--- src/mwd_cfg.svh ---
`ifndef MWD_CFG_SVH
`define MWD_CFG_SVH
// Register indices, byte address is four times the index
`define MWD_IDX_POWER 8'h10
`define MWD_IDX_CTRL 8'h13
`define MWD_IDX_CFG 8'h14
`define MWD_IDX_STAT 8'h18
`define MWD_IDX_MASK 8'h19
`define MWD_ADDR_POWER 8'h40
`define MWD_ADDR_CTRL 8'h4C
`define MWD_ADDR_CFG 8'h50
`define MWD_ADDR_STAT 8'h60
`define MWD_ADDR_MASK 8'h64
// Control register fields
`define MWD_CTRL_MODE 7
`define MWD_CTRL_COMB 6
`define MWD_CTRL_DATA_HI 5
// Configuration register fields
`define MWD_CFG_RESET 7
`define MWD_CFG_SLICE_HI 6
`define MWD_CFG_SLICE_LO 4
`define MWD_CFG_CNTEN 3
// Power register axis power-down field
`define MWD_PD_HI 6
`define MWD_PD_LO 4
// Reset values
`define MWD_RST_REG8 8'h00
`define MWD_RST_PARAM 6'h00
`define MWD_RST_STAT4 4'h0
// Highest slice step
`define MWD_SLICE_MAX 3'h5
`endif

--- src/mwd_pkg.sv ---
package mwd_pkg;
  // Shadow register pointer codes
  typedef enum logic [2:0] {
    MWD_SEL_NONE0 = 3'b000,
    MWD_SEL_THR_X = 3'b001,
    MWD_SEL_THR_Y = 3'b010,
    MWD_SEL_THR_Z = 3'b011,
    MWD_SEL_NONE1 = 3'b100,
    MWD_SEL_CNT_X = 3'b101,
    MWD_SEL_CNT_Y = 3'b110,
    MWD_SEL_CNT_Z = 3'b111
  } mwd_sel_e;
  typedef logic [5:0] mwd_param_t;
  typedef logic [10:0] mwd_delta_t;
endpackage

--- src/mwd_top.sv ---
`timescale 1ns/1ps
`include "mwd_cfg.svh"
// Behaviour
// - Each axis forms a delta per sample and detects only when it is strictly above the threshold.
// - Each axis has its own unsigned 6-bit threshold, written without touching the others.
// - An optional per-axis detection counter delays the axis wakeup past the first detection.
// - A count field holds the wanted number of events minus one, so zero means one event.
// - The shadow data field reaches the register chosen by the pointer; 000 and 100 reach none.
// - Combine select 0 ORs the active axes and 1 requires every active axis to qualify.
// - An axis with its power-down bit set takes no part in the combination.
// - An axis qualifies only after meeting both its threshold and its count requirement.
// - Control bit 7 picks previous-sample (0, default) or baseline (1) differencing.
// - Previous-sample differencing subtracts the preceding sample of the same axis.
// - Baseline differencing keeps the first sample of the watch mode and subtracts from it.
// - The control register holds method in bit 7, combine in bit 6 and shadow data in 5:0.
// - Detection counts apply only while count enable is 1; otherwise one detection suffices.
// - The slice select picks six bits of the 11-bit delta, 000 for 5:0 up to 10:5 from 101.
// - Configuration bit 7 holds the detector in reset while set and does not clear itself.
module mwd_top #(
  parameter int SAMPLE_W = 12
) (
  // Clock and reset
  input wire logic mclk,
  input wire logic rstn,
  // APB slave
  input wire logic [7:0] paddr,
  input wire logic psel,
  input wire logic penable,
  input wire logic pwrite,
  input wire logic [31:0] pwdata,
  output logic [31:0] prdata,
  output logic pready,
  output logic pslverr,
  // Sample stream from acquisition
  input wire logic watch_mode,
  input wire logic sample_valid,
  input wire logic signed [SAMPLE_W-1:0] x_sample,
  input wire logic signed [SAMPLE_W-1:0] y_sample,
  input wire logic signed [SAMPLE_W-1:0] z_sample,
  // Results
  output logic wake,
  output logic irq
);

  logic [7:0] power_ff;
  logic [7:0] ctrl_ff;
  logic [7:0] cfg_ff;
  logic [3:0] stat_ff;
  logic [3:0] mask_ff;
  mwd_pkg::mwd_param_t thr_ff [3];
  mwd_pkg::mwd_param_t cnt_ff [3];
  logic pready_ff;
  logic pslverr_ff;
  logic [31:0] prdata_ff;
  logic wake_ff;
  logic irq_ff;
  logic [2:0] qual;
  logic [2:0] qual_set;
  logic wake_set;
  logic nxt_wake;
  logic acc;
  logic wr_en;
  logic mapped;
  logic [5:0] shadow_rd;
  logic [1:0] shadow_idx;
  logic det_rst;
  logic [2:0] active;
  logic [2:0] slice_sel;
  mwd_pkg::mwd_sel_e ptr;

  // One wait state so read data comes from a flip-flop
  assign acc = psel & penable;
  assign wr_en = acc & pready_ff & pwrite;
  assign pready = pready_ff;
  assign pslverr = pslverr_ff;
  assign prdata = prdata_ff;

  // Address decode
  always_comb
  begin
    case (paddr)
      `MWD_ADDR_POWER: mapped = 1'b1;
      `MWD_ADDR_CTRL: mapped = 1'b1;
      `MWD_ADDR_CFG: mapped = 1'b1;
      `MWD_ADDR_STAT: mapped = 1'b1;
      `MWD_ADDR_MASK: mapped = 1'b1;
      default: mapped = 1'b0;
    endcase
  end

  // Pointer into the shadow bank
  assign ptr = mwd_pkg::mwd_sel_e'(cfg_ff[2:0]);
  assign shadow_idx = cfg_ff[1:0] - 2'h1;

  // Shadow read mux, empty codes read zero
  always_comb
  begin
    case (ptr)
      mwd_pkg::MWD_SEL_THR_X: shadow_rd = thr_ff[0];
      mwd_pkg::MWD_SEL_THR_Y: shadow_rd = thr_ff[1];
      mwd_pkg::MWD_SEL_THR_Z: shadow_rd = thr_ff[2];
      mwd_pkg::MWD_SEL_CNT_X: shadow_rd = cnt_ff[0];
      mwd_pkg::MWD_SEL_CNT_Y: shadow_rd = cnt_ff[1];
      mwd_pkg::MWD_SEL_CNT_Z: shadow_rd = cnt_ff[2];
      default: shadow_rd = `MWD_RST_PARAM;
    endcase
  end

  // Access phase handshake
  always_ff @(posedge mclk or negedge rstn)
  begin
    if (!rstn)
    begin
      pready_ff <= 1'b0;
      pslverr_ff <= 1'b0;
    end
    else
    begin
      pready_ff <= acc & ~pready_ff;
      pslverr_ff <= acc & ~pready_ff & ~mapped;
    end
  end

  // Read data capture
  always_ff @(posedge mclk or negedge rstn)
  begin
    if (!rstn)
    begin
      prdata_ff <= 32'h0000_0000;
    end
    else if (acc & ~pready_ff & ~pwrite)
    begin
      case (paddr)
        `MWD_ADDR_POWER: prdata_ff <= {24'h000000, power_ff};
        `MWD_ADDR_CTRL: prdata_ff <= {24'h000000, ctrl_ff[7:6], shadow_rd};
        `MWD_ADDR_CFG: prdata_ff <= {24'h000000, cfg_ff};
        `MWD_ADDR_STAT: prdata_ff <= {28'h0000000, stat_ff};
        `MWD_ADDR_MASK: prdata_ff <= {28'h0000000, mask_ff};
        default: prdata_ff <= 32'h0000_0000;
      endcase
    end
  end

  // Plain registers
  always_ff @(posedge mclk or negedge rstn)
  begin
    if (!rstn)
    begin
      power_ff <= `MWD_RST_REG8;
      ctrl_ff <= `MWD_RST_REG8;
      cfg_ff <= `MWD_RST_REG8;
      mask_ff <= `MWD_RST_STAT4;
    end
    else if (wr_en)
    begin
      case (paddr)
        `MWD_ADDR_POWER: power_ff <= pwdata[7:0];
        `MWD_ADDR_CTRL: ctrl_ff <= {pwdata[7:6], 6'h00};
        `MWD_ADDR_CFG: cfg_ff <= pwdata[7:0];
        `MWD_ADDR_MASK: mask_ff <= pwdata[3:0];
        default: ;
      endcase
    end
  end

  // Shadow bank writes, pointer low bits pick the axis
  always_ff @(posedge mclk or negedge rstn)
  begin
    if (!rstn)
    begin
      thr_ff <= '{default: `MWD_RST_PARAM};
      cnt_ff <= '{default: `MWD_RST_PARAM};
    end
    else if (wr_en && paddr == `MWD_ADDR_CTRL && cfg_ff[1:0] != 2'h0)
    begin
      if (cfg_ff[2])
      begin
        cnt_ff[shadow_idx] <= pwdata[5:0];
      end
      else
      begin
        thr_ff[shadow_idx] <= pwdata[5:0];
      end
    end
  end

  // Detector held in reset by the sticky bit or outside watch mode
  assign det_rst = cfg_ff[`MWD_CFG_RESET] | ~watch_mode;
  assign active = ~power_ff[`MWD_PD_HI:`MWD_PD_LO];
  always_comb
  begin
    if (cfg_ff[`MWD_CFG_SLICE_HI:`MWD_CFG_SLICE_LO] > `MWD_SLICE_MAX)
    begin
      slice_sel = `MWD_SLICE_MAX;
    end
    else
    begin
      slice_sel = cfg_ff[`MWD_CFG_SLICE_HI:`MWD_CFG_SLICE_LO];
    end
  end

  // Per-axis delta, compare and count
  for (genvar a = 0; a < 3; a++)
  begin : g_axis
    logic signed [SAMPLE_W-1:0] cur;
    logic signed [SAMPLE_W-1:0] prev_ff;
    logic signed [SAMPLE_W-1:0] base_ff;
    logic signed [SAMPLE_W-1:0] refv;
    logic have_prev_ff;
    logic have_base_ff;
    logic [5:0] dcnt_ff;
    logic qual_ff;
    logic signed [SAMPLE_W:0] diff;
    logic [SAMPLE_W:0] mag;
    mwd_pkg::mwd_delta_t delta;
    logic [5:0] slice;
    logic ref_ok;
    logic hit;

    if (a == 0)
    begin : g_x
      assign cur = x_sample;
    end
    else if (a == 1)
    begin : g_y
      assign cur = y_sample;
    end
    else
    begin : g_z
      assign cur = z_sample;
    end

    // Reference from method select
    assign refv = ctrl_ff[`MWD_CTRL_MODE] ? base_ff : prev_ff;
    assign ref_ok = ctrl_ff[`MWD_CTRL_MODE] ? have_base_ff : have_prev_ff;
    assign diff = (SAMPLE_W+1)'(cur) - (SAMPLE_W+1)'(refv);
    assign mag = diff[SAMPLE_W] ? (SAMPLE_W+1)'(-diff) : diff;

    // Saturate magnitude to the 11-bit delta width
    always_comb
    begin
      if (mag > (SAMPLE_W+1)'(11'h7FF))
      begin
        delta = 11'h7FF;
      end
      else
      begin
        delta = mag[10:0];
      end
    end

    assign slice = 6'(delta >> slice_sel);
    assign hit = sample_valid & ref_ok & (slice > thr_ff[a]);

    // Previous sample tracking
    always_ff @(posedge mclk or negedge rstn)
    begin
      if (!rstn)
      begin
        prev_ff <= '0;
        have_prev_ff <= 1'b0;
      end
      else if (det_rst)
      begin
        have_prev_ff <= 1'b0;
      end
      else if (sample_valid)
      begin
        prev_ff <= cur;
        have_prev_ff <= 1'b1;
      end
    end

    // Baseline is the first sample seen in watch mode
    always_ff @(posedge mclk or negedge rstn)
    begin
      if (!rstn)
      begin
        base_ff <= '0;
        have_base_ff <= 1'b0;
      end
      else if (det_rst)
      begin
        have_base_ff <= 1'b0;
      end
      else if (sample_valid && !have_base_ff)
      begin
        base_ff <= cur;
        have_base_ff <= 1'b1;
      end
    end

    // Detection counter; qualification sticks until re-armed
    always_ff @(posedge mclk or negedge rstn)
    begin
      if (!rstn)
      begin
        dcnt_ff <= 6'h00;
        qual_ff <= 1'b0;
      end
      else if (det_rst)
      begin
        dcnt_ff <= 6'h00;
        qual_ff <= 1'b0;
      end
      else if (hit && !qual_ff)
      begin
        if (!cfg_ff[`MWD_CFG_CNTEN] || dcnt_ff >= cnt_ff[a])
        begin
          qual_ff <= 1'b1;
        end
        else
        begin
          dcnt_ff <= dcnt_ff + 6'h01;
        end
      end
    end

    assign qual[a] = qual_ff;
    assign qual_set[a] = hit & ~qual_ff & ~det_rst &
      (~cfg_ff[`MWD_CFG_CNTEN] | (dcnt_ff >= cnt_ff[a]));
  end

  // Combine only the powered axes; none active means no wake
  always_comb
  begin
    if (ctrl_ff[`MWD_CTRL_COMB])
    begin
      nxt_wake = (active != 3'h0) && ((qual | ~active) == 3'h7);
    end
    else
    begin
      nxt_wake = |(qual & active);
    end
  end

  // Wake level, registered
  always_ff @(posedge mclk or negedge rstn)
  begin
    if (!rstn)
    begin
      wake_ff <= 1'b0;
    end
    else
    begin
      wake_ff <= nxt_wake;
    end
  end

  assign wake_set = nxt_wake & ~wake_ff;
  assign wake = wake_ff;

  // Sticky status, a new event beats a same-cycle clear
  always_ff @(posedge mclk or negedge rstn)
  begin
    if (!rstn)
    begin
      stat_ff <= `MWD_RST_STAT4;
    end
    else
    begin
      stat_ff <= (stat_ff & ~((wr_en && paddr == `MWD_ADDR_STAT) ? pwdata[3:0] : 4'h0))
        | {qual_set, wake_set};
    end
  end

  // Level interrupt from unmasked status
  always_ff @(posedge mclk or negedge rstn)
  begin
    if (!rstn)
    begin
      irq_ff <= 1'b0;
    end
    else
    begin
      irq_ff <= |(stat_ff & mask_ff);
    end
  end

  assign irq = irq_ff;

endmodule // mwd_top

--- config.mk ---
export PLATFORM = sky130hd
export DESIGN_NAME = mwd_top
export DESIGN_NICKNAME = d
export VERILOG_FILES = /design/src/mwd_pkg.sv /design/src/mwd_top.sv
export VERILOG_INCLUDE_DIRS = /design/src
export SDC_FILE = /design/constraint.sdc
export NUM_CORES = 1
export LEC_CHECK = 0
export BUFFER_PORTS_ARGS = -buffer_cell sky130_fd_sc_hd__buf_2
export CORE_ASPECT_RATIO = 1.75
export CORE_UTILIZATION = 51
export DETAILED_ROUTE_END_ITERATION = 7
export PLACE_DENSITY_LB_ADDON = 0.15
export SETUP_SLACK_MARGIN = 0.2
export SLEW_MARGIN = 25
export SYNTH_ARGS = -nofsm -noshare
export SYNTH_HDL_FRONTEND = slang
export SYNTH_SLANG_ARGS = --single-unit
--- constraint.sdc ---
create_clock -name mclk -period 5.6 [get_ports mclk]
set_clock_uncertainty 0.05 [all_clocks]
set_input_delay 0.28 -clock mclk [delete_from_list [all_inputs] [get_ports mclk]]
set_output_delay 0.28 -clock mclk [all_outputs]
set_load 0.1 [all_outputs]
==> impl_results.md, run 1 <==
- DRC: 0
- Total Power: 4.72 mW
- Number of synthesized register bits: between 150 and 200
- Synth top area cells: dfrtp_1 (34%), mux2_2 (9.7%), ha_1 (7.8%)
- Largest net degree at the start of global routing: 67
- Yosys warnings: 0
- CTS max path bufs: 2
- WP data required: about 5.9 ns
- Crit start category: flop
- R2R setup slack: roughly 0.32 ns
- CTS tree: yes
- CP endpoint kind: flop
- Lkg Pwr: 6.51 nW
- Yosys top cell by area: dfrtp_1
- Routed Wire Length: just over 30000 um
- R2R cell count: 22
- P&R area growth vs syn: 17.4%
- Worst Path Arrival: roughly 5.6 ns
- CTS sink cnt: roughly 170
- Worst skew pair latency: approximately 0.46 ns
- Pins Over Slew Limit: 0
- Routed vias/inst: around 6
- Final ANT Viol Nets: 0
- Fmax: 189 MHz
- Initial antenna violation count: 0
- Std cell rows: 75
- Post-synth ARST share: 100%
- Final Instance Area: 0.0146 mm2
- Synth Cell Area: around 0.012 mm2
- Worst reg2reg endpoint: g_axis[0].dcnt_ff[4]
- WS Path Type: reg -> reg
- Peak supply drop: roughly 250 uV
- Seq/Total Area, Yosys: around a third
- DIE AREA: 0.0251 mm2
- RSZ-0062 raised after global routing: yes
- Worst-margin pin slew: between 1 and 1.5 ns
- First-pass GRT wire length: about 50000 um
- Gpl congestion: between 0.8 and 0.9
- Crit path from: ctrl_ff[7]
- Vias in the first global route: 10100
- Count leader, synth: dfrtp_1
- Die width: ~120 um
- Endpoints failing setup: 0
- GRT busiest layer: met2
- # diodes: 0
- Status: completed
- Global-route usage over all layers: 25.2%
- GR Util met3: ~4.4%
- Mean post-synth cell area: roughly 9.5 um2
- Placed Area: ~0.013 mm2
- Drt pass-1 iters: 5
- FILL cells: between 2000 and 2500
- CTS clk-pin slew, worst paths: around 0.070 ns
- Top cells by count, synth: dfrtp_1 (171), mux2_2 (108), nand2_1 (104)
- R2r startpoint: ctrl_ff[7]
- Slew margin rel.: between 30% and 40%
- DIE HEIGHT: roughly 210 um
- Num CTS Buffers: 17
- Grt met1 use: 28.1%
- Pwr per Cell Area: roughly 320 mW/mm2
- CTS Root Cell: clkbuf_16
- Post-layout nets: approximately 1600
- Hold Path Class: in -> reg
- Grt ovf: 0
- Final Hold Fails: 0
- Synth cell types: 95
- Crit-path max FO: 7
- Layout cells sized above 1: between 20 and 30%
- Setup TNS: 0 ns
- Io pins: between 100 and 150
- Number of enable flip-flop cells after synthesis: 0
- DP HPWL: 22800 um
- Share of the synthesized area in the top cell type: around 34%
- Wire per inst: around 18 um
- Core Box Area: 0.0240 mm2
- Cell count after synthesis: 1312
- Primary FF master, synth: dfrtp_1
- Iteration-0 DRC count of the detailed router: just over 500
- Worst Setup EP: g_axis[0].dcnt_ff[4]
- H-tree levels: 4
- Tcrit/Tclk final: 94.3%
- Initial Util: between 50% and 60%
- M2 GR Usage: 46.7%
- Port Buffers: 70
- Routed via count: 10200
- Maxcap violations: 0
- Post-route minimum period: roughly 5.3 ns
[cells by family (layout without fill, tap and decap cells)]
| kind of cell | after synthesis | count (layout) | share of synthesized area (%) |
|---|---|---|---|
| simple gates | 353 | 353 | 13.8 |
| compound gates | 327 | 327 | 18.4 |
| mux | 179 | 179 | 15.8 |
| flops | 171 | 171 | 34.3 |
| buf+inv | 143 | 247 | 5.23 |
| fa+ha+maj | 81 | 81 | 8.30 |
| xor+xnor | 57 | 57 | 4.24 |
| other cells | 1 | 24 | 0.0301 |
[critical path, stage by stage (launching register included)]
cell and delay [ns]:
dfrtp_2 0.49, buf_12 0.17, mux2_4 0.20, ha_4 0.12, inv_2 0.04, fa_2 0.42
a21o_1 0.21, a221o_1 0.35, and2_4 0.18, and3_4 0.17, o41a_1 0.42, o41ai_2 0.36
mux2_4 0.28, o311ai_4 0.10, ha_1 0.32, nand3_1 0.10, o21ai_1 0.14, o211ai_1 0.17
a211oi_1 0.25, buf_4 0.18, nand4_1 0.12, xor2_1 0.20, nor2_1 0.07
[layout by cell type (no fill, tap or decap), types with 20 or more instances in the layout]
| cell type | count |
|---|---|
| xor2_1 | 22 |
| a21o_1 | 36 |
| o21ai_0 | 59 |
| buf_4 | 82 |
| nand2b_1 | 20 |
| dfrtp_1 | 170 |
| conb_1 | 24 |
| a21oi_1 | 59 |
| nand2_1 | 103 |
| mux2_2 | 106 |
| xnor2_1 | 24 |
| buf_2 | 69 |
| inv_1 | 51 |
| ha_1 | 68 |
| nand3_1 | 28 |
| nor2_1 | 91 |
| mux2i_1 | 63 |
[how the worst min path moves through the flow]
stage	start	endpoint	cells after the start	slack, ns
6_report	pwdata[6]	ctrl_ff[6]	2	0.03
5_1_grt	pwdata[6]	ctrl_ff[6]	2	0.03
4_1_cts	y_sample[0]	g_axis[1].base_ff[0]	2	0.008
3_5_place_dp	rstn	pslverr	1	0.26
3_3_place_gp	rstn	pready	1	0.26
2_1_floorplan	rstn	cfg_ff[0]	0	-0.07
[layout make-up]
type / instances / area (um2) / area share (%)
Timing Repair Buffer: 159 / 1080 / 7.40
Clock buffer: 19 / 443 / 3.02
Sequential cell: 171 / 4280 / 29.2
Inverter: 56 / 210 / 1.43
Clock inverter: 13 / 154 / 1.05
Tap cell: 308 / 385 / 2.63
Multi-Input combinational cell: 1021 / 8090 / 55.2
[what timing repair did]
action / CTS / global route
hold endpoints to repair: 65 / 0
endpoints found under the setup margin: 5 / 24
pin swaps: 2 / 41
buffers inserted: 4 / 26
gates resized for setup: 3 / 92
hold buffers: 2 / 0
[registers in the layout, summed over array words and instances, names as in the netlist, 4 cells and up]
register        cells
stat_ff             4
g_axis.base_ff     36
cnt_ff             18
power_ff            8
g_axis.prev_ff     36
thr_ff             18
g_axis.dcnt_ff     18
prdata              8
mask_ff             4
cfg_ff              8
[per-stage QoR]
step                util (%)  worst slack [ns]  hold slack, ns  cells
global route            61.0             0.108          0.0273   1747
floorplan                  -             0.289         -0.0656   1335
CTS                     58.2             0.193         0.00765   1721
finish                  61.0             0.319          0.0324   1747
global placement        55.4             0.154           0.265   1683
detailed placement      55.5             0.160           0.264   1683
[metal layers]
metal	up-vias	part of all wire, %	wire length [um]
met1	4999	40	12200
met3	64	2.6	801
li1	4969	-	-
met5	-	0	0
met2	196	54	16700
met4	0	3.5	1070
[power breakdown]
part	leakage [nW]	switching [mW]	internal [mW]
combinational	4.16	1.18	0.882
clock	0.291	0.543	0.679
sequential	2.06	0.0722	1.36
total	6.51	1.80	2.92
Note: power is estimated with default switching activity, not from simulation.
==> run 2, diff against run 1 <==
CORE_MARGIN = 8   (was not set)
==> run 2 against run 1 <==
Effect of this change: combinational power is 2% lower; routed wire length increased by 0.92%; via count shrank 0.69%; critical endpoint is now g_axis[0].dcnt_ff[5]; sequential share of layout area is 0.28 points higher; setup slack gained 0.099 ns; critical path depth grew 1; design area shrank 0.96%; non-clock buffer count shrank 18; die area increased by 19%; clock power barely moved; hold slack lost 0.0048 ns.
==> impl_results.md, run 2 (synthesized netlist as in run 1, its figures left out) <==
- R2r startpoint: ctrl_ff[7]
- Hold path startpoint: x_sample[0]
- Pins Over Slew Limit: 0
- Worst-margin pin slew: 0.961 ns
- Std cell rows: 76
- Port Buffers: 70
- R2R cell count: 23
- Global-route usage over all layers: between 20% and 30%
- Family with the most delay on the worst path: compound AO/OA/AOI/OAI gates
- DP HPWL: about 23000 um
- Endpoints failing setup: 0
- Final Hold Fails: 0
- Hold Path Class: in -> reg
- Maxcap violations: 0
- Gpl congestion: about 0.85
- Post-route minimum period: 5.18 ns
- Tcrit/Tclk final: 92.5%
- CP max stage cell: dfrtp_2
- Crit-path max FO: 17
- Most used cell, CP: buf_4
- Worst Path Arrival: 5.47 ns
- Fmax: 193 MHz
- DIE AREA: ~0.030 mm2
- Worst reg2reg endpoint: g_axis[0].dcnt_ff[5]
- CTS tree: yes
- Layout cells sized above 1: 27.3%
- Critical-path cell list: buf_4 > buf_4 > buf_12 > mux2i_2 > ha_4 > a21o_1 > a221o_1 > and2_4 > and3_4 > o41a_1 > o41ai_2 > mux2_4 > o311ai_2 > ha_1 > a21o_1 > a21oi_2 > o21ai_2 > o211ai_1 > a211oi_2 > buf_4 > nand4_1 > xor2_1 > nor2_1
- FILL cells: ~2200
- WHS Endpoint: g_axis[0].base_ff[0]
- Iteration-0 DRC count of the detailed router: between 600 and 700
- Initial antenna violation count: 0
- Grt ovf: 0
- Lkg Pwr: roughly 6.4 nW
- DRC: 0
- CP endpoint kind: flop
- Initial Util: about 51%
- Routed vias/inst: 5.86
- Post-layout nets: ~1600
- WS Path Type: reg -> reg
- Hold Path Depth: 2
- RSZ-0062 raised after global routing: yes
- Status: completed
- Crit start category: flop
- P&R area growth vs syn: 16.3%
- Crit-path max cell delay: between 0.4 and 0.5 ns
- CTS Root Cell: clkbuf_16
- Io pins: roughly 120
- Vias in the first global route: roughly 10000
- Routed via count: 10200
- Num CTS Buffers: 17
- Pwr per Cell Area: 318 mW/mm2
- Core Box Area: about 0.024 mm2
- H-tree levels: 4
- Routed Wire Length: about 31000 um
- First-pass GRT wire length: 50400 um
- Slew margin rel.: a little over a third
- Largest regs: g_axis.base_ff (36), g_axis.prev_ff (36)
- Detailed route wirelength on metal3: slightly above 900 um
- Most common library cell in the layout ignoring fill and taps: dfrtp_1
- Peak supply drop: between 200 and 250 uV
- Largest net degree at the start of global routing: between 70 and 80
- R2R setup slack: roughly 0.42 ns
- Final ANT Viol Nets: 0
- Final Util: between 50% and 60%
- # diodes: 0
- Top sig layer: met4
- CTS max path bufs: 2
- WP data required: around 6 ns
- Die width: 134 um
- Commonest non-fill, non-tap cells in the layout: dfrtp_1 (170), mux2_2 (107), nand2_1 (102), nor2_1 (93), buf_2 (69)
- CTS sink cnt: about 170
- DIE HEIGHT: between 200 and 250 um
- CTS clk-pin slew, worst paths: approximately 0.070 ns
- Worst Path Buf+Inv: 4
- Worst skew pair latency: around 0.46 ns
- Setup TNS: 0 ns
- WL met1: approximately 12000 um
- Total Power: between 4 and 5 mW
- Drt pass-1 iters: 5
- Routed wl met2: around 16000 um
- Wire per inst: 17.9 um
## run 2: repair_timing
item                       CTS  global route
hold buffers                 1             0
hold endpoints to repair    41             0
resized for setup            8            84
setup endpoints to repair   11            24
setup buffers                1            29
pin swaps                    1            37
## run 2: worst max-delay path by stage
stage / from / endpoint / slack, ns / cells past startpoint
after floorplan: ctrl_ff[7] / g_axis[0].dcnt_ff[5] / 0.29 / 25
after global placement: ctrl_ff[7] / g_axis[1].dcnt_ff[5] / 0.15 / 23
after detailed placement: ctrl_ff[7] / g_axis[2].dcnt_ff[4] / 0.11 / 23
after CTS: ctrl_ff[7] / g_axis[2].dcnt_ff[4] / 0.19 / 23
after global routing: ctrl_ff[7] / g_axis[0].dcnt_ff[5] / 0.14 / 23
final: ctrl_ff[7] / g_axis[0].dcnt_ff[5] / 0.42 / 23
## run 2: metal layers
metal  up-vias  GRT usage (%)
li1       4945              -
met1      4956           22.7
met2       178           37.5
met3        78           3.56
met4         0           11.1
met5         -              0
## run 2: layout make-up
class	count	area (um2)	area share [%]
clock buffers	17	425	2.93
multi-input cells	1021	8100	55.8
flip-flops and latches	171	4280	29.5
clock inverters	15	160	1.10
well taps	312	390	2.69
repair buffers	141	946	6.52
inverters	56	210	1.45
## run 2: where the power goes
group / switching, mW / internal (mW) / leakage, nW
registers: 0.0681 / 1.36 / 2.06
clock network: 0.556 / 0.630 / 0.285
logic: 1.16 / 0.841 / 4.10
## run 2: through the flow
stage	worst slack (ns)	hold slack (ns)	cells	instance area, um2
final	0.418	0.0276	1733	14500
after global routing	0.143	0.0193	1733	14500
after CTS	0.190	0.00265	1704	13800
after detailed placement	0.114	0.164	1670	13200
after global placement	0.147	0.163	1670	13200
after floorplan	0.289	-0.0656	1335	12600
==> run 3, diff against run 2 <==
CTS_BUF_LIST = sky130_fd_sc_hd__clkbuf_2   (was not set)
clock period = 5.9 ns   (was 5.6 ns; I/O delays follow)
==> run 3 against run 2 <==
Effect of this change: via count rose by 1.2%; die area did not move; routed wire length rose by 1.1%; hold slack improved by 0.12 ns; sequential cell count did not move; first-iteration DRC count fell by 17%; maximum frequency fell by 3.6%; non-clock buffer count rose by 29; largest power group unchanged; highest routed layer unchanged.
==> impl_results.md, run 3 (synthesized netlist as in run 1, its figures left out) <==
- Lkg Pwr: about 6.3 nW
- Worst Setup EP: g_axis[0].dcnt_ff[4]
- CTS max path bufs: 2
- Initial antenna violation count: 1
- WS Path Type: reg -> reg
- Grt ovf: 0
- Vias in the first global route: 10300
- CTS Root Cell: clkbuf_2
- Core Box Area: ~0.024 mm2
- DRC: 0
- WP data required: around 6.6 ns
- Drt pass-1 iters: 7
- DIE AREA: between 0.02 and 0.03 mm2
- Register area: about 0.0043 mm2
- Maxcap violations: 0
- Net Sw Power: roughly 1.6 mW
- Worst-margin pin slew: between 0.9 and 1 ns
- Final WS setup: around 0.52 ns
- Commonest non-fill, non-tap cells in the layout: dfrtp_1 (170), mux2_2 (108), nand2_1 (103), nor2_1 (90), ha_1 (76)
- First-pass GRT wire length: around 50000 um
- Io pins: 119
- DP HPWL: between 20000 and 25000 um
- Post-route minimum period: approximately 5.4 ns
- Status: completed
- FILL cells: about 2200
- Worst reg2reg endpoint: g_axis[0].dcnt_ff[4]
- Endpoints failing setup: 0
- Crit path from: ctrl_ff[7]
- Final Hold Fails: 0
- Post-layout nets: roughly 1600
- Slew margin rel.: a little over a third
- CTS clk-pin slew, worst paths: 0.28 ns
- CTS tree: yes
- Routed via count: just over 10000
- Hold Path Depth: 3
- Hold Path Class: in -> reg
- Pwr per Cell Area: between 200 and 300 mW/mm2
- Port Buffers: 70
- Pins Over Slew Limit: 0
- Peak supply drop: approximately 210 uV
- Clk pwr share: 15.1%
- R2R cell count: 24
- Std cell rows: 76
- Routed vias/inst: 5.83
- Worst Path Arrival: around 6 ns
- R2R setup slack: approximately 0.52 ns
- Net Sw Frac: 42.6%
- Crit-path max FO: 15
- DIE HEIGHT: between 200 and 250 um
- Die width: 134 um
- Largest net degree at the start of global routing: 66
- Routed Wire Length: 31400 um
- Initial Util: about 51%
- Tcrit/Tclk final: 91.2%
- Footprint of the multi-input gates: 0.00786 mm2
- P&R area growth vs syn: 14.2%
- Worst skew pair latency: between 0.8 and 0.9 ns
- Iteration-0 DRC count of the detailed router: just over 500
- CTS sink cnt: ~170
- Dpl ws: ~0.17 ns
- Global-route usage over all layers: between 20% and 30%
- Combinational Power Share: 48.5%
- R2r startpoint: ctrl_ff[7]
- Final ANT Viol Nets: 0
- Most common library cell in the layout ignoring fill and taps: dfrtp_1
- RSZ-0062 raised after global routing: yes
- Crit start category: flop
- Sequential Power Share: a little over a third
- Layout cells sized above 1: between 20% and 30%
- Gpl congestion: approximately 0.89
- Fmax: 186 MHz
- H-tree levels: 4
- Setup TNS: 0 ns
- Num CTS Buffers: 17
- Wire per inst: ~18 um
- Internal power: roughly 2.1 mW
- CP endpoint kind: flop
- Largest regs: g_axis.base_ff (36), g_axis.prev_ff (36)
[run 3: area by class of cell]
class | instances | area share [%]
multi-input combinational | 1021 | 55.1
sequential | 171 | 30.0
timing repair buffer | 170 | 9.24
tap | 312 | 2.74
inverter | 56 | 1.47
clock buffer | 19 | 0.667
clock inverter | 13 | 0.667
antenna | 2 | 0.0351
[run 3: metal layers]
layer	vias up	part of all wire, %	wire length (um)	global-route usage [%]
li1	4986	-	-	-
met1	5019	39	12200	22.9
met2	208	54	17000	38.9
met3	69	2.8	879	3.40
met4	0	4.0	1270	10.9
met5	-	0	0	0
[run 3: through the flow]
stage               power (mW)  hold WS (ns)  utilization [%]  instance area [um2]  instances
floorplan                 2.69       -0.0506                -                12600       1335
global placement          3.02         0.224             53.9                13100       1661
detailed placement        3.06         0.221             53.9                13100       1661
CTS                       3.66        0.0232             57.5                14000       1758
global route              3.97        0.0741             58.5                14300       1764
finish                    3.72         0.149             58.5                14300       1764
[run 3: power by group through the flow]
stage                     registers, mW  logic (mW)  clock network [mW]
after global routing               1.37        1.97               0.623
after CTS                          1.36        1.72               0.585
after global placement             1.37        1.65                   0
after detailed placement           1.38        1.68                   0
after floorplan                    1.46        1.23                   0
final                              1.36        1.80               0.560
[run 3: worst max-delay path: stages, from the launching register on]
cell and delay [ns]:
dfrtp_2 0.50, buf_6 0.16, buf_12 0.16, mux2_2 0.22, ha_1 0.14, inv_1 0.05
fa_1 0.45, a21o_1 0.23, a221o_1 0.33, a31o_1 0.22, o21a_4 0.27, a21oi_1 0.16
xor2_1 0.32, mux2i_1 0.12, a22oi_1 0.19, o311ai_1 0.14, ha_1 0.32, nand3_1 0.09
o21ai_0 0.17, o211ai_1 0.20, a211oi_1 0.27, buf_4 0.18, nand4_1 0.12, xor2_1 0.16
nor2_1 0.05
[run 3: worst min-delay path by stage]
stage / from / end / slack, ns
floorplan: rstn / cfg_ff[0] / -0.05
global placement: rstn / pslverr / 0.22
detailed placement: rstn / pslverr / 0.22
CTS: y_sample[2] / g_axis[1].base_ff[2] / 0.02
global route: pwdata[7] / cfg_ff[7] / 0.07
finish: pwdata[7] / cfg_ff[7] / 0.15
[run 3: timing repair]
item | in CTS | in global routing
setup endpoints to repair | 2 | 21
gates resized for setup | 1 | 41
hold endpoints to repair | 340 | 0
pin swaps | 0 | 6
hold buffers | 65 | 0
buffers inserted | 0 | 4
